File: src/srf_defines.vh
// Contract
// - Station number 00 to 99 identifies unit
// - Verbose report: station, mnemonic, right-justified value
// - Verbose prints pause 400 ms between values
// - Terse report sends value only, no pause
// - Content code 01 timer, 02 presets, 03 both
// - Clear timer after capture when option set (code clears only on a print, not on a transmit)
// - Factory restore returns all settings to defaults
// - Serial reporting exists only in dual-preset builds
// - Speeds 1200 to 9600, parity or 8 bits
// - Frame: start, 7/8 data, parity, stop
// - Wait 100 ms before sending a report
`ifndef SRF_DEFINES_VH
`define SRF_DEFINES_VH

`define SRF_ADDR_CONFIG      12'h000
`define SRF_ADDR_COMMAND     12'h004
`define SRF_ADDR_STATUS      12'h008

`define SRF_CFG_STN_LSB      0
`define SRF_CFG_STN_MSB      6
`define SRF_CFG_TERSE        7
`define SRF_CFG_CONT_LSB     8
`define SRF_CFG_CONT_MSB     9
`define SRF_CFG_CLEAR        10
`define SRF_CFG_LINE_LSB     12
`define SRF_CFG_LINE_MSB     15

`define SRF_CMD_PRINT        0
`define SRF_CMD_XMIT         1
`define SRF_CMD_ID_LSB       2
`define SRF_CMD_ID_MSB       3
`define SRF_CMD_RESTORE      8

`define SRF_ST_BUSY          0
`define SRF_ST_WAIT          1
`define SRF_ST_GAP           2
`define SRF_ST_REFUSED       3

`define SRF_STN_MAX          7'h63
`define SRF_LINE_MAX         4'hB
`define SRF_DEF_STN          7'h00
`define SRF_DEF_TERSE        1'b0
`define SRF_DEF_CONT         2'h3
`define SRF_DEF_CLEAR        1'b0
`define SRF_DEF_LINE         4'h9

`define SRF_CONT_TIMER       2'h1
`define SRF_CONT_PRESETS     2'h2
`define SRF_CONT_BOTH        2'h3

`define SRF_ID_TIMER         2'h0
`define SRF_ID_P1            2'h1
`define SRF_ID_P2            2'h2

`define SRF_CLK_PERIOD_PS    5000
`define SRF_MS_PS            1000000000
`define SRF_MS_CYCLES        (`SRF_MS_PS / `SRF_CLK_PERIOD_PS)
`define SRF_START_DELAY_MS   100
`define SRF_VALUE_GAP_MS     400

`define SRF_IDX_VALUE        4'h7
`define SRF_IDX_LAST         4'hE

`endif

File: src/srf_skid2.v
`timescale 1ns/1ps
module srf_skid2 #(
    parameter WIDTH = 8
) (
    input  wire             sys_clk_in,
    input  wire             sys_rst_in,
    input  wire             in_valid_in,
    input  wire [WIDTH-1:0] in_data_in,
    output reg              in_ready_out,
    output reg              out_valid_out,
    output reg  [WIDTH-1:0] out_data_out,
    input  wire             out_ready_in
);
    // Head entry sits in the output flops so the consumer sees a registered word
    reg [WIDTH-1:0] hold_r;
    reg             hold_valid_r;
    wire            push = in_valid_in && !hold_valid_r;
    wire            pop  = out_ready_in && out_valid_out;

    always @(posedge sys_clk_in or posedge sys_rst_in) begin
        if (sys_rst_in) begin
            out_valid_out <= 1'b0;
            out_data_out  <= {WIDTH{1'b0}};
            hold_valid_r  <= 1'b0;
            hold_r        <= {WIDTH{1'b0}};
            in_ready_out  <= 1'b1;
        end else begin
            if (pop) begin
                if (hold_valid_r) begin
                    out_data_out <= hold_r;
                    hold_valid_r <= 1'b0;
                    in_ready_out <= 1'b1;
                end else begin
                    out_data_out  <= in_data_in;
                    out_valid_out <= push;
                end
            end else if (push) begin
                if (!out_valid_out) begin
                    out_data_out  <= in_data_in;
                    out_valid_out <= 1'b1;
                end else begin
                    hold_r       <= in_data_in;
                    hold_valid_r <= 1'b1;
                    in_ready_out <= 1'b0;
                end
            end
        end
    end
endmodule // srf_skid2

File: src/srf_formatter.v
// Register access over APB and the register offsets were chosen for this implementation.
`timescale 1ns/1ps
`include "srf_defines.vh"
module srf_formatter #(
    parameter        HAS_SERIAL = 1,
    parameter [31:0] MS_CYCLES  = `SRF_MS_CYCLES,
    parameter [8:0]  START_MS   = `SRF_START_DELAY_MS,
    parameter [8:0]  GAP_MS     = `SRF_VALUE_GAP_MS
) (
    input  wire        sys_clk_in,
    input  wire        sys_rst_in,
    input  wire        psel_in,
    input  wire        penable_in,
    input  wire        pwrite_in,
    input  wire [11:0] paddr_in,
    input  wire [31:0] pwdata_in,
    output reg  [31:0] prdata_out,
    output reg         pready_out,
    output reg         pslverr_out,
    input  wire [23:0] timer_bcd_in,
    input  wire [23:0] preset1_bcd_in,
    input  wire [23:0] preset2_bcd_in,
    input  wire        user_print_in,
    output reg         timer_clear_out,
    output reg  [3:0]  line_cfg_out,
    output wire        tx_valid_out,
    output wire [7:0]  tx_data_out,
    input  wire        tx_ready_in
);
    localparam [2:0] ST_IDLE = 3'h0;
    localparam [2:0] ST_WAIT = 3'h1;
    localparam [2:0] ST_LOAD = 3'h2;
    localparam [2:0] ST_SEND = 3'h3;
    localparam [2:0] ST_GAP  = 3'h4;

    reg  [6:0]  stn_r;
    reg         terse_r;
    reg  [1:0]  cont_r;
    reg         clear_r;
    reg         refused_r;
    reg  [2:0]  state_r;
    reg  [1:0]  item_r;
    reg         print_r;
    reg  [3:0]  idx_r;
    reg  [23:0] value_r;
    reg  [31:0] div_r;
    reg  [8:0]  ms_r;
    reg         usr_meta_r;
    reg         usr_sync_r;
    reg  [7:0]  char_nxt;
    wire        buf_ready;
    wire        send_ok;
    wire        wr_en;
    wire        rd_en;
    wire        ms_tick;
    wire        cmd_print;
    wire        cmd_xmit;
    wire        cmd_start;
    wire        usr_start;
    wire [1:0]  cmd_id;
    wire [31:0] cfg_word;
    wire [31:0] st_word;
    wire [6:0]  stn_tens = stn_r / 7'hA;
    wire [6:0]  stn_ones = stn_r % 7'hA;

    function [7:0] digit_char;
        input [3:0] d;
        begin
            digit_char = {4'h3, d};
        end
    endfunction

    // Leading zeros become blanks; the last digit always prints
    function [7:0] value_char;
        input [23:0] v;
        input [2:0]  pos;
        integer k;
        reg     lead;
        reg [3:0] d;
        begin
            lead = 1'b1;
            d = 4'h0;
            value_char = 8'h20;
            for (k = 0; k < 6; k = k + 1) begin
                d = v[23 - 4*k -: 4];
                if (d != 4'h0 || k == 5) begin
                    lead = 1'b0;
                end
                if (k == pos) begin
                    value_char = lead ? 8'h20 : digit_char(d);
                end
            end
        end
    endfunction

    function [7:0] mnem_char;
        input [1:0] id;
        input [1:0] pos;
        begin
            mnem_char = 8'h20;
            if (id == `SRF_ID_TIMER) begin
                mnem_char = (pos == 2'h0) ? 8'h54 : (pos == 2'h1) ? 8'h4D : 8'h52;
            end else if (pos == 2'h0) begin
                mnem_char = 8'h50;
            end else if (pos == 2'h1) begin
                mnem_char = (id == `SRF_ID_P1) ? 8'h31 : 8'h32;
            end
        end
    endfunction

    // Next item of a print; 2'h3 means the print is finished
    function [1:0] next_item;
        input [1:0] cur;
        input [1:0] cont;
        begin
            if (cur == `SRF_ID_TIMER) begin
                next_item = (cont == `SRF_CONT_BOTH) ? `SRF_ID_P1 : 2'h3;
            end else if (cur == `SRF_ID_P1) begin
                next_item = `SRF_ID_P2;
            end else begin
                next_item = 2'h3;
            end
        end
    endfunction

    assign wr_en     = psel_in && penable_in && pready_out && pwrite_in;
    assign rd_en     = psel_in && penable_in && !pready_out && !pwrite_in;
    assign cmd_id    = pwdata_in[`SRF_CMD_ID_MSB:`SRF_CMD_ID_LSB];
    assign cmd_print = wr_en && paddr_in == `SRF_ADDR_COMMAND && pwdata_in[`SRF_CMD_PRINT];
    assign cmd_xmit  = wr_en && paddr_in == `SRF_ADDR_COMMAND && pwdata_in[`SRF_CMD_XMIT]
                       && !pwdata_in[`SRF_CMD_PRINT];
    // Serial reporting only answers in the dual-preset build with the port fitted
    assign cmd_start = (HAS_SERIAL != 0) && state_r == ST_IDLE
                       && (cmd_print || (cmd_xmit && cmd_id != 2'h3));
    assign usr_start = (HAS_SERIAL != 0) && state_r == ST_IDLE && usr_sync_r
                       && !cmd_print && !cmd_xmit;
    assign ms_tick   = div_r == MS_CYCLES - 32'h1;
    assign send_ok   = state_r == ST_SEND && buf_ready;

    assign cfg_word = {16'h0, line_cfg_out, 1'b0, clear_r, cont_r, terse_r, stn_r};
    assign st_word  = {28'h0, refused_r, state_r == ST_GAP, state_r == ST_WAIT,
                       state_r != ST_IDLE};

    always @(posedge sys_clk_in or posedge sys_rst_in) begin
        if (sys_rst_in) begin
            usr_meta_r <= 1'b0;
            usr_sync_r <= 1'b0;
        end else begin
            usr_meta_r <= user_print_in;
            usr_sync_r <= usr_meta_r;
        end
    end

    // APB slave: one wait state, answer registered with pready
    always @(posedge sys_clk_in or posedge sys_rst_in) begin
        if (sys_rst_in) begin
            pready_out  <= 1'b0;
            pslverr_out <= 1'b0;
            prdata_out  <= 32'h0;
        end else begin
            pready_out  <= psel_in && penable_in && !pready_out;
            pslverr_out <= psel_in && penable_in && !pready_out
                           && paddr_in != `SRF_ADDR_CONFIG
                           && paddr_in != `SRF_ADDR_COMMAND
                           && paddr_in != `SRF_ADDR_STATUS;
            if (rd_en) begin
                if (HAS_SERIAL == 0) begin
                    prdata_out <= 32'h0;
                end else if (paddr_in == `SRF_ADDR_CONFIG) begin
                    prdata_out <= cfg_word;
                end else if (paddr_in == `SRF_ADDR_STATUS) begin
                    prdata_out <= st_word;
                end else begin
                    prdata_out <= 32'h0;
                end
            end
        end
    end

    // Out-of-range settings are ignored field by field rather than clipped
    always @(posedge sys_clk_in or posedge sys_rst_in) begin
        if (sys_rst_in) begin
            stn_r        <= `SRF_DEF_STN;
            terse_r      <= `SRF_DEF_TERSE;
            cont_r       <= `SRF_DEF_CONT;
            clear_r      <= `SRF_DEF_CLEAR;
            line_cfg_out <= `SRF_DEF_LINE;
            refused_r    <= 1'b0;
        end else begin
            if (wr_en && paddr_in == `SRF_ADDR_COMMAND && pwdata_in[`SRF_CMD_RESTORE]) begin
                stn_r        <= `SRF_DEF_STN;
                terse_r      <= `SRF_DEF_TERSE;
                cont_r       <= `SRF_DEF_CONT;
                clear_r      <= `SRF_DEF_CLEAR;
                line_cfg_out <= `SRF_DEF_LINE;
            end else if (wr_en && paddr_in == `SRF_ADDR_CONFIG) begin
                if (pwdata_in[`SRF_CFG_STN_MSB:`SRF_CFG_STN_LSB] <= `SRF_STN_MAX) begin
                    stn_r <= pwdata_in[`SRF_CFG_STN_MSB:`SRF_CFG_STN_LSB];
                end
                terse_r <= pwdata_in[`SRF_CFG_TERSE];
                if (pwdata_in[`SRF_CFG_CONT_MSB:`SRF_CFG_CONT_LSB] != 2'h0) begin
                    cont_r <= pwdata_in[`SRF_CFG_CONT_MSB:`SRF_CFG_CONT_LSB];
                end
                clear_r <= pwdata_in[`SRF_CFG_CLEAR];
                if (pwdata_in[`SRF_CFG_LINE_MSB:`SRF_CFG_LINE_LSB] <= `SRF_LINE_MAX) begin
                    line_cfg_out <= pwdata_in[`SRF_CFG_LINE_MSB:`SRF_CFG_LINE_LSB];
                end
            end
            // A refusal in the clearing cycle still sets the flag
            if ((cmd_print || cmd_xmit) && !cmd_start) begin
                refused_r <= 1'b1;
            end else if (wr_en && paddr_in == `SRF_ADDR_STATUS
                         && pwdata_in[`SRF_ST_REFUSED]) begin
                refused_r <= 1'b0;
            end
        end
    end

    // Character at index: 0-1 station, 3-5 mnemonic, 7-12 value, 13-14 CR LF
    always @* begin
        char_nxt = 8'h20;
        if (idx_r == 4'h0) begin
            char_nxt = digit_char(stn_tens[3:0]);
        end else if (idx_r == 4'h1) begin
            char_nxt = digit_char(stn_ones[3:0]);
        end else if (idx_r >= 4'h3 && idx_r <= 4'h5) begin
            char_nxt = mnem_char(item_r, idx_r[1:0] - 2'h3);
        end else if (idx_r >= `SRF_IDX_VALUE && idx_r <= 4'hC) begin
            char_nxt = value_char(value_r, idx_r[2:0] - 3'h7);
        end else if (idx_r == 4'hD) begin
            char_nxt = 8'h0D;
        end else if (idx_r == `SRF_IDX_LAST) begin
            char_nxt = 8'h0A;
        end
    end

    always @(posedge sys_clk_in or posedge sys_rst_in) begin
        if (sys_rst_in) begin
            state_r         <= ST_IDLE;
            item_r          <= `SRF_ID_TIMER;
            print_r         <= 1'b0;
            idx_r           <= 4'h0;
            value_r         <= 24'h0;
            div_r           <= 32'h0;
            ms_r            <= 9'h0;
            timer_clear_out <= 1'b0;
        end else begin
            timer_clear_out <= 1'b0;
            // Pause counts only once the last character has left the buffer,
            // so a stalled line cannot shorten it
            div_r <= (ms_tick || !(state_r == ST_WAIT || (state_r == ST_GAP && !tx_valid_out)))
                     ? 32'h0 : div_r + 32'h1;
            case (state_r)
                ST_IDLE: begin
                    ms_r <= 9'h0;
                    if (cmd_start || usr_start) begin
                        print_r <= cmd_print || usr_start;
                        if (cmd_xmit) begin
                            item_r <= cmd_id;
                        end else if ((usr_start ? cont_r : cont_r) == `SRF_CONT_PRESETS) begin
                            item_r <= `SRF_ID_P1;
                        end else begin
                            item_r <= `SRF_ID_TIMER;
                        end
                        state_r <= ST_WAIT;
                    end
                end
                ST_WAIT: begin
                    if (ms_tick) begin
                        ms_r <= ms_r + 9'h1;
                        if (ms_r + 9'h1 >= START_MS) begin
                            ms_r    <= 9'h0;
                            state_r <= ST_LOAD;
                        end
                    end
                end
                ST_LOAD: begin
                    value_r <= (item_r == `SRF_ID_TIMER) ? timer_bcd_in :
                               (item_r == `SRF_ID_P1) ? preset1_bcd_in : preset2_bcd_in;
                    if (print_r && clear_r && item_r == `SRF_ID_TIMER) begin
                        timer_clear_out <= 1'b1;
                    end
                    idx_r   <= terse_r ? `SRF_IDX_VALUE : 4'h0;
                    state_r <= ST_SEND;
                end
                ST_SEND: begin
                    if (send_ok) begin
                        idx_r <= idx_r + 4'h1;
                        if (idx_r == `SRF_IDX_LAST) begin
                            if (!print_r || next_item(item_r, cont_r) == 2'h3) begin
                                state_r <= ST_IDLE;
                            end else begin
                                item_r  <= next_item(item_r, cont_r);
                                state_r <= terse_r ? ST_LOAD : ST_GAP;
                            end
                        end
                    end
                end
                ST_GAP: begin
                    if (ms_tick) begin
                        ms_r <= ms_r + 9'h1;
                        if (ms_r + 9'h1 >= GAP_MS) begin
                            ms_r    <= 9'h0;
                            state_r <= ST_LOAD;
                        end
                    end
                end
                default: begin
                    state_r <= ST_IDLE;
                end
            endcase
        end
    end

    // Stall by the UART holds the sequencer; framing per line_cfg_out is
    // left to the bit engine downstream
    srf_skid2 #(
        .WIDTH(8)
    ) u_buf (
        .sys_clk_in    (sys_clk_in),
        .sys_rst_in    (sys_rst_in),
        .in_valid_in   (state_r == ST_SEND),
        .in_data_in    (char_nxt),
        .in_ready_out  (buf_ready),
        .out_valid_out (tx_valid_out),
        .out_data_out  (tx_data_out),
        .out_ready_in  (tx_ready_in)
    );
endmodule // srf_formatter

File: config.mk
export PLATFORM = sky130hd
export DESIGN_NAME = srf_formatter
export DESIGN_NICKNAME = d
export VERILOG_FILES = /design/src/srf_skid2.v /design/src/srf_formatter.v
export VERILOG_INCLUDE_DIRS = /design/src
export SDC_FILE = /design/constraint.sdc
export NUM_CORES = 1
export LEC_CHECK = 0
export ABC_AREA = 1
export ABC_CLOCK_PERIOD_IN_PS = 5600
export BUFFER_PORTS_ARGS = -buffer_cell sky130_fd_sc_hd__buf_2
export CORE_MARGIN = 2
export CORE_UTILIZATION = 47
export DETAILED_ROUTE_END_ITERATION = 8
export PLACE_DENSITY = 0.7
export SETUP_SLACK_MARGIN = 0.05
export SLEW_MARGIN = 0
export SYNTH_ARGS = -nofsm -noshare
export SYNTH_HDL_FRONTEND = slang
export SYNTH_SLANG_ARGS = --single-unit
File: constraint.sdc
create_clock -name sys_clk_in -period 5.6 [get_ports sys_clk_in]
set_clock_uncertainty 0.15 [all_clocks]
set_input_delay 0.84 -clock sys_clk_in [delete_from_list [all_inputs] [get_ports sys_clk_in]]
set_output_delay 0.84 -clock sys_clk_in [all_outputs]
set_load 0.005 [all_outputs]
Word level (Yosys, flattened, before mapping) --
Cells that the tools add are included.
Storage, ports and cells: register bits 147, output and inout port bits 48, logic and storage cells 278
Operators by class: add/sub/neg operators 5, divide/modulo/power cells 2, magnitude comparators 8, equality and inequality tests 34, multiplexer cells 120, bitwise logic cells 1, reduce and logical (&&, ||, !) cells 84
Operators with widths (number):
- 8-bit two-way mux | 13
- 5-bit two-way mux | 10
- 1-bit two-way mux | 49
- 24-bit two-way mux | 2
- 9-bit two-way mux | 4
- 7-bit two-way mux | 5
- 32-bit by 1-bit adder with 32-bit output, second input constant | 1
- 32-bit by 18-bit equality test with 1-bit output, second input constant | 1
- 32-bit two-way mux | 1
- 1-bit logical AND | 30
- 3-bit two-way mux | 10
- 2-bit two-way mux | 14
- 9-bit case mux with 3 select lines | 1
- 4-bit two-way mux | 5
- 2-bit nonzero test | 10
- 4-bit nonzero test | 5
- 16-bit two-way mux | 1
- 2-bit inequality test, second input constant | 8
- 2-bit AND reduction | 8
- 3-bit case mux with 5 select lines | 1
- 12-bit by 3-bit equality test with 1-bit output, second input constant | 1
- 12-bit by 4-bit equality test with 1-bit output, second input constant | 1
- 12-bit logical NOT | 1
- 6-bit two-way mux | 2
- 39 further kinds | 70

Depth between registers and ports, before layout --
word-level depth 36, depth in mapped cells 24, gate-level depth less buffers 24

By module --
Synthesis repeated with hierarchy kept, for this count alone.
Unflattened totals: cells, all modules 1017, area, all modules 7878.8 um2
Modules (own cells, without submodules):
- srf_formatter | times used 1, cells an instance 906, area an instance 6907.9 um2, seq. area each 2782.7 um2
- srf_skid2 | times used 1, cells an instance 111, area an instance 970.9 um2, seq. area each 476.7 um2

Worst setup path before layout --
Ideal clock, no wire load.
path kind input to register, start point input paddr_in[1], end point register item_r[1], arrival time 2.250 ns, data required time 5.326 ns, path slack 3.077 ns, stages on the path 12, buffers on the path 0, cell sequence or2_1 -> nor3_2 -> nand2_1 -> nor2_2 -> nand2_1 -> a21oi_1 -> a21oi_1 -> nand3_1 -> o21ai_1 -> a211o_1 -> nand2_1 -> o21ai_1
On the way: longest elaborated chain between the ends 10, elaborated cells between the ends (all ways) 18, those cells by class eq/ne: 2; mux: 3; reduce/logical: 13
RTL lines:
- start: declaration | RTL line srf_formatter.v:15 | input wire [11:0] paddr_in,
- 12-bit by 3-bit equality test with 1-bit output (no line) *
- 1-bit logical AND (no line) *
- 1-bit logical AND (2 in a row) | RTL line srf_formatter.v:130 | assign cmd_xmit = wr_en && paddr_in == `SRF_ADDR_COMMAND && pwdata_in[`SRF_CMD_XMIT]
- 1-bit logical AND | RTL line srf_formatter.v:134 | && (cmd_print || (cmd_xmit && cmd_id != 2'h3));
- 1-bit logical OR | RTL line srf_formatter.v:134
- 1-bit logical AND | RTL line srf_formatter.v:134
- 1-bit logical OR | RTL line srf_formatter.v:256 | if (cmd_start || usr_start) begin
- 2-bit by 1-bit inequality test with 1-bit output (no line)
- 5-bit AND reduction (no line)
- end signal: assignment | RTL line srf_formatter.v:259 | item_r <= cmd_id;
- end signal: assignment | RTL line srf_formatter.v:261 | item_r <= `SRF_ID_P1;
- end signal: assignment | RTL line srf_formatter.v:263 | item_r <= `SRF_ID_TIMER;
- end: declaration | RTL line srf_formatter.v:42 | reg [1:0] item_r;
Every way passes the cells marked *; elsewhere a longest branch is shown, timed or not. The select of a mux whose other input is x is not followed. A chain may end at the register's enable or synchronous reset.

Worst setup path after layout --
start point register item_r[1], end point register item_r[1]
On the way: longest elaborated chain between the ends 10, elaborated cells between the ends (all ways) 15, those cells by class eq/ne: 3; mux: 9; reduce/logical: 3
RTL lines:
- start signal: assignment | RTL line srf_formatter.v:240 | item_r <= `SRF_ID_TIMER;
- start signal: assignment | RTL line srf_formatter.v:259
- start signal: assignment | RTL line srf_formatter.v:261
- 2-bit by 1-bit equality test with 1-bit output (no line)
- 1-bit two-way mux | RTL line srf_formatter.v:118 | end else if (cur == `SRF_ID_P1) begin
- 2-bit two-way mux * | RTL line srf_formatter.v:116 | if (cur == `SRF_ID_TIMER) begin
- 2-bit two-way mux | RTL line srf_formatter.v:289 | if (idx_r == `SRF_IDX_LAST) begin
- 2-bit two-way mux | RTL line srf_formatter.v:287 | if (send_ok) begin
- 2-bit two-way mux | RTL line srf_formatter.v:253 | case (state_r)
- 2-bit equality test | RTL line srf_formatter.v:290 | if (!print_r || next_item(item_r, cont_r) == 2'h3) begin
- 1-bit logical OR | RTL line srf_formatter.v:290
- 2-bit inequality test (no line)
- 5-bit AND reduction (no line)
Marks and branches as above.

==> out/summary.log <==
INFO  status         run_status=finished clean
INFO  floorplanning  chipHeight=129.7um
INFO  worst_setup_path crit_family=simple AND/OR/NAND/NOR gates
INFO  yosys          muxShareOfSynthArea=0.001348
INFO  power          combinational_cell_fraction_of_total_power=0.377
INFO  grt            grt_first_pass_wirelength=29480um
INFO  cts            cts_tree=done
INFO  timing         tightest_slew=0.9573ns
INFO  timing         worst_case_headroom_to_the_max_slew_limit=0.3618
INFO  cts            post_cts_hold_buffer_count=0
INFO  timing         setup-tns-final=0ns
INFO  floorplanning  initial_core_util=0.4848
INFO  drt            routedWlPerCell=13.57um
INFO  timing         slew_violations=0
INFO  drt            drt-vias-per-instance=5.181
INFO  yosys          synth_enable_flop_cells=0
INFO  worst_setup_path timing.critical_path.cells=nor2_2, buf_4, nand3_1, a21oi_1, a21oi_1, a211o_1, nand2_1, o21ai_1
INFO  grt            grt.overflow.total=0
INFO  yosys          synth_adder_area_share=0.02022
INFO  power          power_switching=1.489mW
INFO  timing         fin_crit_sh=0.5355
INFO  yosys          post_synth_and_or_nand_nor_area_fraction=0.2627
INFO  power          post-layout-total-power=3.830mW
INFO  final_layout   sequential_cell_area=3209um^2
INFO  placement      gp_routability_congestion=0.8805
INFO  worst_setup_path worst_path_max_stage_delay=0.74ns
INFO  worst_setup_path worst-endpoint-required=5.75ns
INFO  cts            clk-insertion-delay-late=0.42ns
INFO  power          cellInternalPower=2.340mW
INFO  power          ir_drop=0.2820mV
INFO  yosys          ys_seq_area_frac=0.4323
INFO  final_layout   layout.nets=1230
INFO  worst_setup_path critical_path_buffer_and_inverter_count=1
INFO  yosys          postSynthAreaPerCell=7.774um^2
INFO  hold_path      timing.hold.worst.class=reg -> reg
INFO  worst_setup_path signal_arrival_time_at_the_worst_endpoint=3.15ns
INFO  grt            grt_pass1_vias=6280
INFO  final_layout   drive_gt1_frac=0.1958
INFO  cts            post_cts_resize_count=0
INFO  timing         rsz0062_at_grt=false
INFO  drt            detailedRoute.firstPassIterationCount=5
INFO  grt            track_usage=0.2208
INFO  yosys          commonest_cells_in_the_netlist=nand2_1 (206), dfrtp_1 (123), inv_1 (114)
INFO  power          power_switching_share=0.3889
INFO  worst_setup_path critical_path.max_fanout=28
INFO  cts            cts_buffer_depth=2
INFO  power          power.share.clock=0.296
INFO  grt            grt_max_degree=60
INFO  cts            clock-sinks=128
INFO  timing         finalCriticalPeriod=2.999ns
INFO  cts            cts_buffers=17
INFO  yosys          yosys.cell_count.top_type=nand2_1
INFO  yosys          synthXorXnorAreaFrac=0.02932
INFO  yosys          yosys_register_bits=128
INFO  drt            antenna_left=0
INFO  worst_setup_path cp-end-kind=flip-flop
INFO  timing         report.final.setup_viol=0
INFO  worst_setup_path path_type_of_the_worst_setup_path=reg -> reg
INFO  yosys          synth_top_area_cell=dfrtp_1
INFO  yosys          synth_instances=955
INFO  worst_setup_path critical_path.most_common_cell=a21oi_1
INFO  yosys          synth_compound_area_frac=0.1635
INFO  drt            routed_wl=17900um
INFO  yosys          yosys_most_used_dff=dfrtp_1
INFO  final_layout   syn_to_final_growth=19.60%
INFO  flow_run       cap_violations=0
INFO  drt            drc=0
INFO  cts            clock_tree.root_cell=clkbuf_16
INFO  yosys          mappedNetlistArea=7425um^2
INFO  power          p_seq_frac=0.327
INFO  timing         timing.final.hold_violations=0
INFO  worst_setup_path crit_slowest_cell=dfrtp_1
INFO  floorplanning  die_width=129.7um
INFO  yosys          synthDistinctLibCells=61
INFO  yosys          yosys.area.top_type_share=0.4146
INFO  floorplanning  die_area=16820um^2
INFO  yosys          asyncSetResetFlopFracSynth=1.000
INFO  floorplanning  coreArea=15310um^2
INFO  placement      numPortBuffers=135
INFO  power          power-per-cell-area=431.3nW/um^2
INFO  floorplanning  rows=45
INFO  yosys          yosysWarningCount=0
INFO  drt            dr.first_iter.drc_count=438
INFO  power          static-leakage-power=4.229nW
INFO  worst_setup_path critical_path.startpoint_type=flip-flop
INFO  placement      place_area=8270um^2
INFO  cts            clk_transition_reported_paths=0.06ns
INFO  timing         fmax=333.5MHz
INFO  final_layout   multiInputGateArea=3616um^2
INFO  cts            post-cts-setup-buffers=0
INFO  yosys          dominant_combinational_cell_family_by_area_after_synthesis=simple AND/OR/NAND/NOR gates
INFO  final_layout   diodes=0
INFO  placement      post-dp-hpwl=13560um
INFO  final_layout   fillers=1441
INFO  grt            grt_antenna_before_repair=0
INFO  drt            route.vias.total=6834
INFO  final_layout   final_area=8880um^2
INFO  yosys          synth_top_cells_by_area=dfrtp_1 (41%), nand2_1 (10%), inv_1 (5.8%), nor2_1 (4.7%), a21oi_1 (4.4%)
INFO  floorplanning  design.portCount=171
INFO  cts            cts_max_level=4
[placed cells by master (no fill, tap or decap), types with 18 or more instances in the layout]
master / Yosys / final
nor3_1: 23 / 23
o21ai_1: 21 / 20
o21ai_0: 46 / 46
inv_1: 114 / 113
xor2_1: 20 / 20
nand3_1: 41 / 41
nand2_1: 206 / 206
conb_1: 1 / 18
a21oi_1: 65 / 65
nor2_1: 92 / 91
buf_2: 4 / 135
dfrtp_1: 123 / 123
[area by class of cell]
type                            instances  area share
Sequential cell                       128      0.3614
Tap cell                              211     0.02973
Inverter                              122     0.05185
Multi-Input combinational cell        685      0.4072
Clock inverter                          9     0.01479
Clock buffer                           23     0.05383
Timing Repair Buffer                  141     0.08116
[path summary, 6_finish.rpt]
path | start | endpoint | slack (ns) | cells after the start
min | usr_meta_r | usr_sync_r | 0.20 | 0
min in group asynchronous | sys_rst_in | value_r[2] | 0.40 | 2
min reg2reg | usr_meta_r | usr_sync_r | 0.20 | 0
max reg2reg | item_r[1] | item_r[1] | 2.60 | 8
max in group asynchronous | sys_rst_in | u_buf.in_ready_out | 3.90 | 3
max | item_r[1] | item_r[1] | 2.60 | 8
[per-stage QoR]
step,setup WS (ns),cells,utilization,hold slack [ns]
finish,2.601,1319,0.5798,0.2034
global route,2.407,1319,0.5798,0.2138
detailed placement,2.563,1287,0.5400,0.1909
global placement,2.560,1287,0.5400,0.1835
floorplan,1.206,972,-,0.1812
CTS,2.659,1319,0.5798,0.2028
[logic make-up after synthesis]
| logic type | count (synthesis) |
|---|---|
| compound gates | 201 |
| xor+xnor | 24 |
| fa+ha+maj | 12 |
| buf+inv | 159 |
| flops | 128 |
| mux | 1 |
| other cells | 1 |
| simple gates | 429 |
[state kept, by name (all words and copies together), names as in the netlist, 2 cells and up]
signal and count:
state_r 3, item_r 2, stn_r 7, div_r 32, value_r 24, u_buf.out_data_out 7
line_cfg_out 4, u_buf.hold_r 7, prdata_out 15, idx_r 4, cont_r 2, ms_r 9
[power groups by stage]
stage | Combinational (mW) | Clock, mW | Sequential (mW)
finish | 1.44 | 1.13 | 1.25
global route | 1.65 | 1.20 | 1.28
CTS | 1.44 | 1.15 | 1.25
detailed placement | 1.43 | 0 | 1.27
global placement | 1.42 | 0 | 1.26
floorplan | 1.08 | 0 | 1.21
[metal layers]
layer | global-route usage | routed length [um]
met3 | 0.05078 | 1068
met1 | 0.3023 | 8340
met2 | 0.3545 | 8310
met5 | 0 | 0
met4 | 0.06009 | 182
No activity file was read; power rests on OpenSTA's default activity.
